$ cat config.mk
export PLATFORM = sky130hd
export DESIGN_NAME = status_output_selector
export DESIGN_NICKNAME = d
export VERILOG_FILES = /design/src/status_output_selector.v
export VERILOG_INCLUDE_DIRS = /design/src
export SDC_FILE = /design/constraint.sdc
export NUM_CORES = 1
export LEC_CHECK = 0
export ABC_AREA = 0
export BUFFER_PORTS_ARGS = -buffer_cell sky130_fd_sc_hd__buf_2
export CAP_MARGIN = 20
export CELL_PAD_IN_SITES_DETAIL_PLACEMENT = 1
export CELL_PAD_IN_SITES_GLOBAL_PLACEMENT = 1
export CORE_UTILIZATION = 40
export CTS_CLUSTER_SIZE = 24
export DETAILED_ROUTE_END_ITERATION = 10
export GPL_TIMING_DRIVEN = 0
export PLACE_DENSITY = 0.75
export SETUP_SLACK_MARGIN = 0.15
export SKIP_LAST_GASP = 1
export SYNTH_ARGS = -nofsm -noshare
export SYNTH_HDL_FRONTEND = slang
export SYNTH_SLANG_ARGS = --single-unit
$ cat constraint.sdc
create_clock -name clock_i -period 5.5 [get_ports clock_i]
set_clock_uncertainty 0.15 [all_clocks]
set_input_delay 0.825 -clock clock_i [delete_from_list [all_inputs] [get_ports clock_i]]
set_output_delay 0.825 -clock clock_i [all_outputs]
set_load 0.05 [all_outputs]
$ cat src/status_output_selector_defines.vh
// Constants for the multifunction status output selector
`ifndef STATUS_OUTPUT_SELECTOR_DEFINES_VH
`define STATUS_OUTPUT_SELECTOR_DEFINES_VH

// Register indices on the plain register port
`define REG_SEL_A            3'h0
`define REG_SEL_B            3'h1
`define REG_SEL_C            3'h2
`define REG_CONTROL          3'h3
`define REG_DOOR_THRESHOLD   3'h4
`define REG_STATUS           3'h5

// Reset values of the terminal selection codes, control mode and door threshold
`define SEL_A_RESET          8'h00
`define SEL_B_RESET          8'h01
`define SEL_C_RESET          8'h02
`define CONTROL_RESET        2'h0
`define DOOR_THRESHOLD_RESET 16'h0000

// Control register fields
`define CTRL_MODE_LSB        0
`define CTRL_MODE_MSB        1

// Status register fields
`define STAT_TERM_LSB        0
`define STAT_TERM_MSB        2
`define STAT_MOTOR2_BIT      3
`define STAT_READY_BIT       4

// Control modes
`define MODE_VF              2'h0
`define MODE_OLV             2'h1
`define MODE_CLV             2'h2
`define MODE_CLV_PM          2'h3

// Zero speed levels, frequency in units of 0.01 Hz
`define ZERO_LEVEL_CLOSED    16'h000A
`define ZERO_LEVEL_OPEN      16'h0032
`define ZERO_LEVEL_VF        16'h0078

// Function selection codes
`define FN_DURING_RUN        8'h00
`define FN_ZERO_SPEED        8'h01
`define FN_READY             8'h06
`define FN_UNDERVOLTAGE      8'h07
`define FN_BASEBLOCK         8'h08
`define FN_FREF_PANEL        8'h09
`define FN_RUN_PANEL         8'h0A
`define FN_FAULT             8'h0E
`define FN_MINOR_FAULT       8'h10
`define FN_FAULT_RESET       8'h11
`define FN_REVERSE           8'h1A
`define FN_BASEBLOCK_2       8'h1B
`define FN_MOTOR2            8'h1C
`define FN_REGEN             8'h1D
`define FN_DURING_RUN_2      8'h37
`define FN_FAN               8'h38
`define FN_BRAKE_RELEASE     8'h40
`define FN_CONTACTOR         8'h41
`define FN_DOOR_ZONE         8'h42
`define FN_NOT_ZERO_SPEED    8'h43
`define FN_BLOCK_MON_1       8'h46
`define FN_BLOCK_MON_2       8'h47

// Bit positions in the condition vector
`define C_RUN                0
`define C_ZERO               1
`define C_READY              2
`define C_UV                 3
`define C_BB                 4
`define C_FREF               5
`define C_RUNSRC             6
`define C_FAULT              7
`define C_MINOR              8
`define C_FRST               9
`define C_REV                10
`define C_BBCMD              11
`define C_MOTOR2             12
`define C_REGEN              13
`define C_RUN2               14
`define C_FAN                15
`define C_BRAKE              16
`define C_CONT               17
`define C_DOOR               18
`define C_BOTHBB             19
`define COND_W               20

`endif

$ cat src/status_output_selector.v
// Routes internal drive status conditions onto three multifunction output terminals
`timescale 1ns/100ps
`include "status_output_selector_defines.vh"

// Overview of operation
// - Three terminal pairs with own selection code; reset codes 0, 1, 2.
// - Code 0 is ON while run command active or output voltage present.
// - Code 37 is ON only while frequency output; OFF in baseblock, injection, stop.
// - Code 1 is ON below zero-speed level: 0.1, 0.5 or 1.2 Hz by mode.
// - Code 43 is the inverse of zero speed.
// - Code 6 turns ON once startup initialisation finished without a fault.
// - Code 7 is ON while DC bus undervoltage is detected.
// - Code 8 is ON while the power stage is in baseblock.
// - Code 9 ON when panel gives frequency reference; code A when panel gives run.
// - Code E ON for major faults except two processor fault codes; minor ignored.
// - Code 10 is ON while a minor fault is present.
// - Code 11 is ON while a fault reset input is present.
// - Code 1A ON while reverse run commanded, also in injection and baseblock.
// - Code 1B is OFF while a baseblock command input is asserted.
// - Code 1C is OFF with motor 1 data and ON with motor 2 data.
// - Code 1D is ON while the motor regenerates.
// - Code 40 closes while the brake sequence asks to release the brake.
// - Code 41 closes while the brake sequence asks the contactors to close.
// - Code 38 is ON while any heatsink fan runs.
// - Code 42 ON above door-zone threshold in deceleration; OFF when travel released.
// - Codes 46 and 47 switch state when both block inputs are enabled.
module status_output_selector #(
  parameter         FREQ_W      = 16,
  parameter [7:0]   CPU_FAULT_A = 8'h01,
  parameter [7:0]   CPU_FAULT_B = 8'h02
) (
  input  wire              clock_i,
  input  wire              rst_b_i,
  // Register port
  input  wire [2:0]        reg_addr_i,
  input  wire [15:0]       reg_wdata_i,
  input  wire              reg_wr_i,
  input  wire              reg_rd_i,
  output reg  [15:0]       reg_rdata_o,
  // Digital input pins
  input  wire              output_block_input_1_i,
  input  wire              output_block_input_2_i,
  input  wire              motor2_select_pin_i,
  input  wire              fault_reset_pin_i,
  // Internal drive state
  input  wire              run_cmd_i,
  input  wire              voltage_out_i,
  input  wire              freq_out_i,
  input  wire              dc_injection_i,
  input  wire              baseblock_i,
  input  wire [FREQ_W-1:0] output_freq_i,
  input  wire [FREQ_W-1:0] motor_speed_i,
  input  wire              init_done_i,
  input  wire              undervoltage_i,
  input  wire              fref_panel_i,
  input  wire              run_src_panel_i,
  input  wire              major_fault_i,
  input  wire [7:0]        fault_code_i,
  input  wire              minor_fault_i,
  input  wire              reverse_run_i,
  input  wire              regen_i,
  input  wire              brake_release_req_i,
  input  wire              contactor_close_req_i,
  input  wire              fan_running_i,
  input  wire              decel_i,
  input  wire              travel_cmd_i,
  // Terminal outputs
  output reg               output_a_pos_o,
  output reg               output_a_neg_o,
  output reg               output_b_pos_o,
  output reg               output_b_neg_o,
  output reg               output_c_pos_o,
  output reg               output_c_neg_o,
  output reg               motor2_active_o
);

  localparam NUM_PINS = 4;
  localparam COND_W_L = `COND_W;

  reg  [7:0]          sel_a;
  reg  [7:0]          sel_b;
  reg  [7:0]          sel_c;
  reg  [1:0]          ctrl_mode;
  reg  [FREQ_W-1:0]   door_threshold;
  reg                 ready;
  reg  [NUM_PINS-1:0] pin_meta;
  reg  [NUM_PINS-1:0] pin_sync;
  wire [NUM_PINS-1:0] pin_raw;
  wire                block_1;
  wire                block_2;
  wire                motor2_sel;
  wire                fault_rst;
  reg  [FREQ_W-1:0]   zero_level;
  wire                zero_speed;
  wire [FREQ_W-1:0]   door_speed;
  wire                door_zone;
  wire                major_counted;
  wire [COND_W_L-1:0] cond;
  wire [2:0]          term_next;

  assign pin_raw = {fault_reset_pin_i, motor2_select_pin_i,
                    output_block_input_2_i, output_block_input_1_i};

  // Pins are asynchronous to the control clock
  // One process drives both vectors, so each register has a single driver
  always @(posedge clock_i or negedge rst_b_i) begin
    if (!rst_b_i) begin
      pin_meta <= {NUM_PINS{1'b0}};
      pin_sync <= {NUM_PINS{1'b0}};
    end else begin
      pin_meta <= pin_raw;
      pin_sync <= pin_meta;
    end
  end

  assign block_1    = pin_sync[0];
  assign block_2    = pin_sync[1];
  assign motor2_sel = pin_sync[2];
  assign fault_rst  = pin_sync[3];

  always @* begin
    case (ctrl_mode)
      `MODE_CLV:    zero_level = `ZERO_LEVEL_CLOSED;
      `MODE_CLV_PM: zero_level = `ZERO_LEVEL_CLOSED;
      `MODE_OLV:    zero_level = `ZERO_LEVEL_OPEN;
      default:      zero_level = `ZERO_LEVEL_VF;
    endcase
  end

  assign zero_speed = (output_freq_i < zero_level);

  assign door_speed = ((ctrl_mode == `MODE_CLV) || (ctrl_mode == `MODE_CLV_PM)) ?
                      motor_speed_i : output_freq_i;
  assign door_zone  = travel_cmd_i & decel_i & (door_speed > door_threshold);

  assign major_counted = major_fault_i &
                         (fault_code_i != CPU_FAULT_A) &
                         (fault_code_i != CPU_FAULT_B);

  // ready once init done with no fault
  always @(posedge clock_i or negedge rst_b_i) begin
    if (!rst_b_i) begin
      ready <= 1'b0;
    end else if (major_fault_i) begin
      ready <= 1'b0;
    end else if (init_done_i) begin
      ready <= 1'b1;
    end
  end

  assign cond[`C_RUN]    = run_cmd_i | voltage_out_i;
  assign cond[`C_ZERO]   = zero_speed;
  assign cond[`C_READY]  = ready;
  assign cond[`C_UV]     = undervoltage_i;
  assign cond[`C_BB]     = baseblock_i;
  assign cond[`C_FREF]   = fref_panel_i;
  assign cond[`C_RUNSRC] = run_src_panel_i;
  assign cond[`C_FAULT]  = major_counted;
  assign cond[`C_MINOR]  = minor_fault_i;
  assign cond[`C_FRST]   = fault_rst;
  assign cond[`C_REV]    = reverse_run_i;
  assign cond[`C_BBCMD]  = ~(block_1 | block_2);
  assign cond[`C_MOTOR2] = motor2_active_o;
  assign cond[`C_REGEN]  = regen_i;
  assign cond[`C_RUN2]   = freq_out_i & ~baseblock_i & ~dc_injection_i;
  assign cond[`C_FAN]    = fan_running_i;
  assign cond[`C_BRAKE]  = brake_release_req_i;
  assign cond[`C_CONT]   = contactor_close_req_i;
  assign cond[`C_DOOR]   = door_zone;
  assign cond[`C_BOTHBB] = block_1 & block_2;

  // Shared by all three terminals
  function route;
    input [7:0]          code;
    input [COND_W_L-1:0] c;
    begin
      case (code)
        `FN_DURING_RUN:     route = c[`C_RUN];
        `FN_ZERO_SPEED:     route = c[`C_ZERO];
        `FN_READY:          route = c[`C_READY];
        `FN_UNDERVOLTAGE:   route = c[`C_UV];
        `FN_BASEBLOCK:      route = c[`C_BB];
        `FN_FREF_PANEL:     route = c[`C_FREF];
        `FN_RUN_PANEL:      route = c[`C_RUNSRC];
        `FN_FAULT:          route = c[`C_FAULT];
        `FN_MINOR_FAULT:    route = c[`C_MINOR];
        `FN_FAULT_RESET:    route = c[`C_FRST];
        `FN_REVERSE:        route = c[`C_REV];
        `FN_BASEBLOCK_2:    route = c[`C_BBCMD];
        `FN_MOTOR2:         route = c[`C_MOTOR2];
        `FN_REGEN:          route = c[`C_REGEN];
        `FN_DURING_RUN_2:   route = c[`C_RUN2];
        `FN_FAN:            route = c[`C_FAN];
        `FN_BRAKE_RELEASE:  route = c[`C_BRAKE];
        `FN_CONTACTOR:      route = c[`C_CONT];
        `FN_DOOR_ZONE:      route = c[`C_DOOR];
        `FN_NOT_ZERO_SPEED: route = ~c[`C_ZERO];
        // monitor 1 closes, monitor 2 opens
        `FN_BLOCK_MON_1:    route = c[`C_BOTHBB];
        `FN_BLOCK_MON_2:    route = ~c[`C_BOTHBB];
        default:            route = 1'b0;
      endcase
    end
  endfunction

  assign term_next[0] = route(sel_a, cond);
  assign term_next[1] = route(sel_b, cond);
  assign term_next[2] = route(sel_c, cond);

  always @(posedge clock_i or negedge rst_b_i) begin
    if (!rst_b_i) begin
      output_a_pos_o <= 1'b0;
      output_a_neg_o <= 1'b1;
      output_b_pos_o <= 1'b0;
      output_b_neg_o <= 1'b1;
      output_c_pos_o <= 1'b0;
      output_c_neg_o <= 1'b1;
    end else begin
      output_a_pos_o <= term_next[0];
      output_a_neg_o <= ~term_next[0];
      output_b_pos_o <= term_next[1];
      output_b_neg_o <= ~term_next[1];
      output_c_pos_o <= term_next[2];
      output_c_neg_o <= ~term_next[2];
    end
  end

  // motor data set follows the input
  always @(posedge clock_i or negedge rst_b_i) begin
    if (!rst_b_i) begin
      motor2_active_o <= 1'b0;
    end else begin
      motor2_active_o <= motor2_sel;
    end
  end

  always @(posedge clock_i or negedge rst_b_i) begin
    if (!rst_b_i) begin
      sel_a          <= `SEL_A_RESET;
      sel_b          <= `SEL_B_RESET;
      sel_c          <= `SEL_C_RESET;
      ctrl_mode      <= `CONTROL_RESET;
      door_threshold <= `DOOR_THRESHOLD_RESET;
    end else if (reg_wr_i) begin
      if (reg_addr_i == `REG_SEL_A) begin
        sel_a <= reg_wdata_i[7:0];
      end else if (reg_addr_i == `REG_SEL_B) begin
        sel_b <= reg_wdata_i[7:0];
      end else if (reg_addr_i == `REG_SEL_C) begin
        sel_c <= reg_wdata_i[7:0];
      end else if (reg_addr_i == `REG_CONTROL) begin
        ctrl_mode <= reg_wdata_i[`CTRL_MODE_MSB:`CTRL_MODE_LSB];
      end else if (reg_addr_i == `REG_DOOR_THRESHOLD) begin
        door_threshold <= reg_wdata_i[FREQ_W-1:0];
      end
    end
  end

  // Read data stands only in the cycle after the strobe
  always @(posedge clock_i or negedge rst_b_i) begin
    if (!rst_b_i) begin
      reg_rdata_o <= 16'h0000;
    end else if (!reg_rd_i) begin
      reg_rdata_o <= 16'h0000;
    end else if (reg_addr_i == `REG_SEL_A) begin
      reg_rdata_o <= {8'h00, sel_a};
    end else if (reg_addr_i == `REG_SEL_B) begin
      reg_rdata_o <= {8'h00, sel_b};
    end else if (reg_addr_i == `REG_SEL_C) begin
      reg_rdata_o <= {8'h00, sel_c};
    end else if (reg_addr_i == `REG_CONTROL) begin
      reg_rdata_o <= {14'h0000, ctrl_mode};
    end else if (reg_addr_i == `REG_DOOR_THRESHOLD) begin
      reg_rdata_o <= door_threshold;
    end else if (reg_addr_i == `REG_STATUS) begin
      reg_rdata_o <= {11'h000, ready, motor2_active_o,
                      output_c_pos_o, output_b_pos_o, output_a_pos_o};
    end else begin
      reg_rdata_o <= 16'h0000;
    end
  end

endmodule // status_output_selector

After elaboration in Yosys (flattened, before gate mapping)
Index checks and enable logic that the tools add are counted.
{ "totals": {"register_bits": 74, "in_bits": 85, "out_inout_bits": 23, "word_cells": 138} }
{ "classes": {"magnitude_cmp": 2, "eq_ne": 73, "mux": 14, "n_bitwise": 21, "reduce_logical": 12} }
{ "ops": {"columns": ["cell", "count"], "rows": [
  ["== test 8 x 5 -> 1 bit (second input constant)", 18],
  ["== test 8 x 7 -> 1 bit (second input constant)", 18],
  ["2-to-1 mux 16 bit", 7],
  ["== test 8 x 4 -> 1 bit (second input constant)", 12],
  ["case mux 1 bit (22 select lines)", 3],
  ["== test 8 x 3 -> 1 bit (second input constant)", 6],
  ["== test 8 x 6 -> 1 bit (second input constant)", 6],
  ["== test 8 x 1 -> 1 bit (second input constant)", 3],
  ["logical NOT 8 bit", 3],
  ["> comparator 16 bit", 1],
  ["< comparator 16 bit", 1],
  ["case mux 7 bit (2 select lines)", 1],
  ["NOT 1 bit", 12],
  ["inequality test 8 x 1 -> 1 bit (second input constant)", 1],
  ["inequality test 8 x 2 -> 1 bit (second input constant)", 1],
  ["AND 1 bit", 7],
  ["== test 3 x 2 -> 1 bit (second input constant)", 2],
  ["== test 3 bit (second input constant)", 2],
  ["AND reduction 6 bit", 1],
  ["2-to-1 mux 5 bit", 1],
  ["AND reduction 5 bit", 1],
  ["== test 2 bit (second input constant)", 2],
  ["AND reduction 4 bit", 1],
  ["== test 3 x 1 -> 1 bit (second input constant)", 1],
  ["9 further kinds", 11]
]} }

Logic depth before layout (Yosys ltp)
Gate-level depths: netlist of run 1.
{ "depth": {"depth_word": 8, "mapped_depth": 10, "ltp_nobuf": 8} }

Worst setup path after synthesis of run 1
No wires, ideal clock.
{ "synth_timing": {"kind": "register -> register", "from": "reg ctrl_mode[1]", "to": "reg output_a_pos_o", "setup_ns": 0.116, "arrival_time_ns": 2.881, "t_required_ns": 5.234, "slack_ns": 2.354, "path_stages_with_launch": 10, "path_buffers": 2, "synth_period_minus_slack_ns": 3.146, "path_cell_list": "dfrtp_1 > clkbuf_1 > buf_1 > mux2_2 > ha_1 > nand4_1 > a2111oi_0 > nor4_1 > or4_1 > o311ai_0"} }
{ "synth_between": {"elab_chain_cells": 6, "elab_cells_between_ends": 12, "classes_between": "order compare: 2; eq/ne: 3; mux: 3; bitwise: 2; reduce/logical: 2"} }
{ "synth_rtl": {"columns": ["element", "line", "text"], "rows": [
  ["start: declaration", "status_output_selector.v:83", "reg [1:0] ctrl_mode;"],
  ["start signal: assignment", "status_output_selector.v:242", "ctrl_mode <= `CONTROL_RESET;"],
  ["start signal: assignment", "status_output_selector.v:252", "ctrl_mode <= reg_wdata_i[`CTRL_MODE_MSB:`CTRL_MODE_LSB];"],
  ["== test 2 bit", "status_output_selector.v:122", "case (ctrl_mode)"],
  ["OR reduction 2 bit (no line) or logical OR 1 bit (tied branches)", null, null],
  ["case mux 7 bit (2 select lines) or 2-to-1 mux 16 bit (tied branches)", "status_output_selector.v:122, status_output_selector.v:132", null],
  ["< comparator 16 bit or > comparator 16 bit (tied branches)", "status_output_selector.v:130, status_output_selector.v:134", null],
  ["NOT 1 bit or AND 1 bit (tied branches)", "status_output_selector.v:197, status_output_selector.v:134", null],
  ["case mux 1 bit (22 select lines) *", "status_output_selector.v:177", "case (code)"],
  ["via term_next[0]", "status_output_selector.v:99", "wire [2:0] term_next;"],
  ["end signal: assignment", "status_output_selector.v:219", "output_a_pos_o <= term_next[0];"],
  ["end: declaration", "status_output_selector.v:68", "output reg output_a_pos_o,"]
]} }
Mark *: on every way through the listed nets, which the timed path passes. The rest lies on a longest branch.
A chain may end at the register's enable or synchronous reset.

Worst setup path in the final report of run 1
{ "layout_timing": {"from": "reg ctrl_mode[1]", "to": "reg output_a_neg_o"} }
{ "layout_between": {"elab_chain_cells": 7, "elab_cells_between_ends": 13, "classes_between": "order compare: 2; eq/ne: 3; mux: 3; bitwise: 3; reduce/logical: 2"} }
{ "layout_rtl": {"columns": ["element", "line", "text"], "rows": [
  ["== test 2 bit", "status_output_selector.v:122", null],
  ["OR reduction 2 bit (no line) or logical OR 1 bit (tied branches)", null, null],
  ["case mux 7 bit (2 select lines) or 2-to-1 mux 16 bit (tied branches)", "status_output_selector.v:122, status_output_selector.v:132", null],
  ["< comparator 16 bit or > comparator 16 bit (tied branches)", "status_output_selector.v:130, status_output_selector.v:134", null],
  ["NOT 1 bit or AND 1 bit (tied branches)", "status_output_selector.v:197, status_output_selector.v:134", null],
  ["case mux 1 bit (22 select lines) *", "status_output_selector.v:177", null],
  ["NOT 1 bit *", "status_output_selector.v:220", "output_a_neg_o <= ~term_next[0];"],
  ["end signal: assignment", "status_output_selector.v:220", null],
  ["end: declaration", "status_output_selector.v:69", "output reg output_a_neg_o,"]
]} }
Mark *: on every way between the ends. The rest lies on a longest branch, timed or not.

==> results.md, run 1 <==
* Fin cells at 731
* CP bufs+invs at 2
* Lkg Pwr at 2.51 nW
* Setup Crit Path Kind: register to register
* Final period util at 0.678
* Peak VDD IR at 0.183 mV
* CP required at 5620 ps
* Delay-heaviest family, CP: buffers and inverters
* Sequential area share after synthesis at 0.407
* Worst setup path endpoint: output_a_neg_o$_DFF_PN1_
* Largest net degree at the start of global routing at 50
* DP HPWL at 12.1 mm
* Origin of the critical flop-to-flop path: ctrl_mode[1]$_DFFE_PN0P_
* Layout cells sized above 1 at 0.299
* Crit path time final at 3730 ps
* Final Setup Violations at 0
* Post-synthesis net count at 571
* Synthesis Warnings at 0
* PostCTS Resize Cnt at 0
* Flop and latch count out of synthesis at 74
* Clock Tree Root: clkbuf_16
* DRT iter0 DRCs at 286
* Row count at 38
* Post-DRT Antenna Nets at 0
* Placeable Area at 11000 um^2
* Area grow syn2layout at 23.0%
* Max_slew headroom at 0.483
* N_diodes at 0
* Via/cell ratio at 5.85
* Netlist cell types at 67
* Placed cell count at 715
* Yosys top cell area share at 0.378
* # clock sinks at 74
* Final TNS setup at 0 ps
* R2R depth at 9
* CP startpoint kind: register
* Synth area leaders: dfrtp_1 38%, mux2_2 10%, ha_1 5.5%, o21ai_0 3.2%, dfstp_2 2.9%
* Total gr overflow at 0
* Area of the die at 11800 um^2
* Worst min path class: register to register
* PortBufs at 107
* Max-cap viol count at 0
* Clock transition at path regs at 70 ps
* Yosys top cell by area: dfrtp_1
* Vias at 4274
* Worst-path cell chain: clkbuf_1 > buf_1 > mux2_2 > ha_1 > nand4_1 > a2111oi_0 > nor4_1 > or4_1 > o311a_1
* RSZ-0062 raised after global routing: false
* CTS tree: built
* Critical Path End Type: register
* Total setup buffers inserted after CTS at 0
* Drt drc at 0
* Final Max Slew Viols at 0
* Initial Util at 0.416
* Avg Inst Size Synth at 9.80 um^2
* Asr flop ratio synth at 1.00
* Number of flops mapped to enable cells by yosys at 0
* Reg2reg setup slack at 1770 ps
* Die Y at 109 um
* Reg-to-reg endpoint: output_a_neg_o$_DFF_PN1_
* Number of top-level pins at 108
* Die X at 109 um
* Crit-path slowest cell: or4_1
* Nets@finish at 691
* Crit path from: ctrl_mode[1]$_DFFE_PN0P_
* Final wirelength at 15.7 mm
* Final Wtd Congestion at 0.859
* Detailed Routing Iterations Pass 1 at 5
* Pre-CTS setup slack at 1800 ps
* First-pass GRT wire length at 24.4 mm
* CP peak stage delay at 540 ps
* Total design power at 1.97 mW
* Hold Buf Count CTS at 0
* Worst setup margin at 1770 ps
* Worst-skew pair later-pin latency at 350 ps
* Vias in the first global route at 4490
* Worst EP arrival at 3840 ps
* WP depth at 9
* Synthesized area at 4570 um^2
* Outcome: completed
* WL per Instance at 21.4 um
* Post-synthesis cell count at 466
* Initial antenna violation count at 0
* Worst-Margin Slew at 773 ps
* Clk buf depth at 2
* Synth Flop Type: dfrtp_1
* P per Cell Area at 350 nW/um^2
* CTS Buf Count at 9
* Fmax at 268 MHz
* H-tree levels at 3
* Fin. Hold Viols at 0
* CP max FO at 10
* Total GRT Usage at 0.283
area by class of cell:
class,count,area [um^2]
fill,1277,5370
multi-input combinational,340,2510
sequential,74,1860
timing repair buffer,109,571
clock buffer,9,225
tap,140,175
buffer,30,113
inverter,22,82.6
clock inverter,7,77.6
synthesized netlist by cell type (all sizes together), types with 7 or more instances:
cell and count:
nor2 18, nand3 14, nor3 9, nor2b 11, nor4 9, and2 14, nand4 7, ha 20
nor3b 11, dfrtp 69, o21ai 32, clkbuf 28, mux2 43, nand2 30, a21oi 16, inv 22
mux2i 13
power by group:
group | internal [mW] | switching, mW
clock | 0.355 | 0.249
combinational | 0.254 | 0.399
sequential | 0.635 | 0.0742
how the worst min path moves through the flow:
| stage | depth (start not counted) | from | endpoint | slack (ps) |
|---|---|---|---|---|
| 2_1_floorplan | 0 | pin_sync[2]$_DFF_PN0_ | motor2_active_o$_DFF_PN0_ | 180 |
| 3_3_place_gp | 0 | pin_meta[3]$_DFF_PN0_ | pin_sync[3]$_DFF_PN0_ | 180 |
| 3_5_place_dp | 0 | pin_meta[3]$_DFF_PN0_ | pin_sync[3]$_DFF_PN0_ | 190 |
| 4_1_cts | 0 | pin_meta[3]$_DFF_PN0_ | pin_sync[3]$_DFF_PN0_ | 200 |
| 5_1_grt | 0 | pin_meta[2]$_DFF_PN0_ | pin_sync[2]$_DFF_PN0_ | 200 |
| 6_report | 0 | pin_meta[3]$_DFF_PN0_ | pin_sync[3]$_DFF_PN0_ | 200 |
sequential cells by signal (all words and copies together), names as in the netlist:
signal and cells:
ctrl_mode 2, door_threshold 16, motor2_active_o 1, output_a_neg_o 1, output_a_pos_o 1, output_b_neg_o 1, output_b_pos_o 1, output_c_neg_o 1
output_c_pos_o 1, pin_meta 4, pin_sync 4, ready 1, reg_rdata_o 16, sel_a 8, sel_b 8, sel_c 8
layer usage:
layer  vias to the layer above  global-route usage  routed length [um]
met3                        24              0.0418                 720
met5                         -                   0                   0
met4                         0               0.112                 327
met1                      2159               0.385                7050
met2                       117               0.452                7570
li1                       1974                   -                   -
cells by family (layout without fill, tap and decap cells):
| family | Yosys count | count (layout) | share of synthesized area |
|---|---|---|---|
| simple gates | 159 | 159 | 0.201 |
| mux | 57 | 57 | 0.139 |
| buf+inv | 52 | 177 | 0.0428 |
| xor+xnor | 2 | 2 | 0.00384 |
| fa+ha+maj | 20 | 20 | 0.0548 |
| flops | 74 | 74 | 0.407 |
| compound gates | 102 | 102 | 0.152 |
cells in the final DEF (no fill, tap or decap), types with 11 or more instances in the layout:
| master | n |
|---|---|
| a21oi_1 | 16 |
| and2_1 | 14 |
| buf_2 | 107 |
| clkbuf_1 | 28 |
| dfrtp_1 | 69 |
| ha_1 | 20 |
| inv_1 | 22 |
| mux2_2 | 41 |
| mux2i_1 | 13 |
| nand2_1 | 30 |
| nand3_1 | 14 |
| nor2_1 | 18 |
| nor2b_1 | 11 |
| o21ai_0 | 29 |
metrics by stage:
stage / utilization / instance area [um^2] / hold slack, ps
after floorplan: - / 4570 / 181
after global placement: 0.480 / 5280 / 183
after detailed placement: 0.484 / 5310 / 187
after CTS: 0.511 / 5610 / 199
after global routing: 0.511 / 5610 / 203
final: 0.511 / 5610 / 197
Power figures use the tool's default switching activity.
==> run 2, diff against run 1 <==
==> constraint.sdc (replaced) <==
create_clock -name clock_i -period 3.67 [get_ports clock_i]
set_clock_uncertainty 0.15 [all_clocks]
set_input_delay 0.5505 -clock clock_i [delete_from_list [all_inputs] [get_ports clock_i]]
set_output_delay 0.5505 -clock clock_i [all_outputs]
set_load 0.05 [all_outputs]
==> run 2 against run 1 <==
Net effect: register-to-register slack got worse by 1400 ps; maximum frequency rose by 12%; setup slack got worse by 1400 ps; critical path depth did not move; clock power rose by 50%; sequential share of layout area fell by 0.074 points; worst hold slack got worse by 37 ps; via count rose by 0.70%; first-iteration DRC count fell by 4.2%; die area did not move; non-clock buffer count rose by 1; critical path type unchanged.
==> results.md, run 2 (synthesis results as in run 1) <==
* N_diodes at 0
* Peak VDD IR at 0.274 mV
* Hold_sp: output_block_input_1_i
* Final wirelength at 15.7 mm
* Drt drc at 0
* Outcome: completed
* Fin. Hold Viols at 0
* Hold Slack at 160 ps
* CTS tree: built
* P per Cell Area at 524 nW/um^2
* Top Registers: door_threshold: 16 flops, reg_rdata_o: 16 flops
* Commonest non-fill, non-tap cell in the layout: buf_2
* Vias at 4304
* CP max FO at 10
* Leading cell types in the layout, fill and taps excluded: 108 x buf_2, 69 x dfrtp_1, 41 x mux2_2
* CP required at 3790 ps
* DRT iter0 DRCs at 274
* Via/cell ratio at 5.88
* H-tree levels at 3
* Worst-Margin Slew at 782 ps
* Total gr overflow at 0
* Clock transition at path regs at 70 ps
* CTS Buf Count at 9
* Clock Tree Root: clkbuf_16
* Nets@finish at 692
* WL per Instance at 21.4 um
* # clock sinks at 74
* Clk buf depth at 2
* Row count at 38
* Origin of the critical flop-to-flop path: ctrl_mode[1]$_DFFE_PN0P_
* Fmax at 301 MHz
* Worst-skew pair later-pin latency at 350 ps
* CP startpoint kind: register
* Max-cap viol count at 0
* Layout cells sized above 1 at 0.302
* PortBufs at 107
* RSZ-0062 raised after global routing: false
* Critical Path End Type: register
* Area of the die at 11800 um^2
* Vias in the first global route at 4494
* Total design power at 2.95 mW
* Worst min path class: input pin to register
* Final period util at 0.905
* Final Wtd Congestion at 0.859
* Worst EP arrival at 3440 ps
* Largest net degree at the start of global routing at 50
* Initial antenna violation count at 0
* Worst setup margin at 348 ps
* DP HPWL at 12.1 mm
* Die Y at 109 um
* Die X at 109 um
* Initial Util at 0.416
* Pre-CTS setup slack at -33.2 ps
* Placeable Area at 11000 um^2
* Setup Crit Path Kind: register to register
* Final Max Slew Viols at 0
* Register area at 1860 um^2
* Fill count at 1276
* Post-DRT Antenna Nets at 0
* Detailed Routing Iterations Pass 1 at 4
* Footprint of the multi-input gates at 2510 um^2
* Max_slew headroom at 0.476
* Number of top-level pins at 108
* Crit path from: ctrl_mode[1]$_DFFE_PN0P_
* Lkg Pwr at 2.52 nW
* First-pass GRT wire length at 24.4 mm
* Final Setup Violations at 0
* Reg2reg setup slack at 350 ps
* Total GRT Usage at 0.283
* Area grow syn2layout at 23.2%
* Crit path time final at 3320 ps
==> run 2: changes by cell type in the layout (fill, tap and decap cells not counted), sizes merged <==
cell / delta
dlygate4sd3: +1
==> run 2: area by class of cell <==
| type | instances | area share |
|---|---|---|
| inverter | 22 | 0.0147 |
| buffer | 30 | 0.0205 |
| sequential | 74 | 0.330 |
| timing repair buffer | 110 | 0.103 |
| tap | 140 | 0.0311 |
| clock inverter | 7 | 0.0138 |
| clock buffer | 9 | 0.0400 |
| multi-input combinational | 340 | 0.447 |
==> run 2: layer usage <==
layer / part of all wire / global-route usage / vias to the layer above
met2: 0.48 / 0.453 / 135
met3: 0.048 / 0.0418 / 26
met4: 0.022 / 0.112 / 0
met5: 0 / 0 / -
met1: 0.45 / 0.385 / 2167
li1: - / - / 1976
==> run 2: metrics by stage <==
stage                     area [um^2]  std cells  setup TNS, ps   util
after floorplan                  4570        466              0      -
after global placement           5280        713              0  0.480
after detailed placement         5310        715          -36.8  0.484
after CTS                        5630        732              0  0.512
after global routing             5630        732              0  0.512
final                            5630        732              0  0.512
==> run 2: final timing paths <==
check | endpoint | cells past startpoint
max | output_a_neg_o$_DFF_PN1_ | 9
min in group asynchronous | door_threshold[6]$_DFFE_PN0P_ | 2
max in group asynchronous | output_a_neg_o$_DFF_PN1_ | 3
max reg2reg | output_a_neg_o$_DFF_PN1_ | 9
min | pin_meta[0]$_DFF_PN0_ | 1
min reg2reg | pin_sync[3]$_DFF_PN0_ | 0
==> run 2: repair_timing <==
item | 4_1_cts | 5_1_grt
hold endpoints to repair | 21 | 0
endpoints found under the setup margin | 6 | 0
resized for setup | 2 | 0
buffers inserted | 0 | 0
hold buffers | 1 | 0
==> run 2: report_power, final <==
part	leakage (nW)	internal, mW	switching [mW]	total (mW)
combinational	1.46	0.383	0.597	0.980
sequential	0.913	0.951	0.111	1.06
clock	0.146	0.532	0.374	0.906
==> run 2: critical path: stages, from the launching register on <==
cell	delay (ps)
dfrtp_1	370
clkbuf_2	290
buf_2	310
mux2_2	380
ha_1	310
nand4_1	170
a2111oi_0	430
nor4_1	120
or4_1	540
o311a_1	170
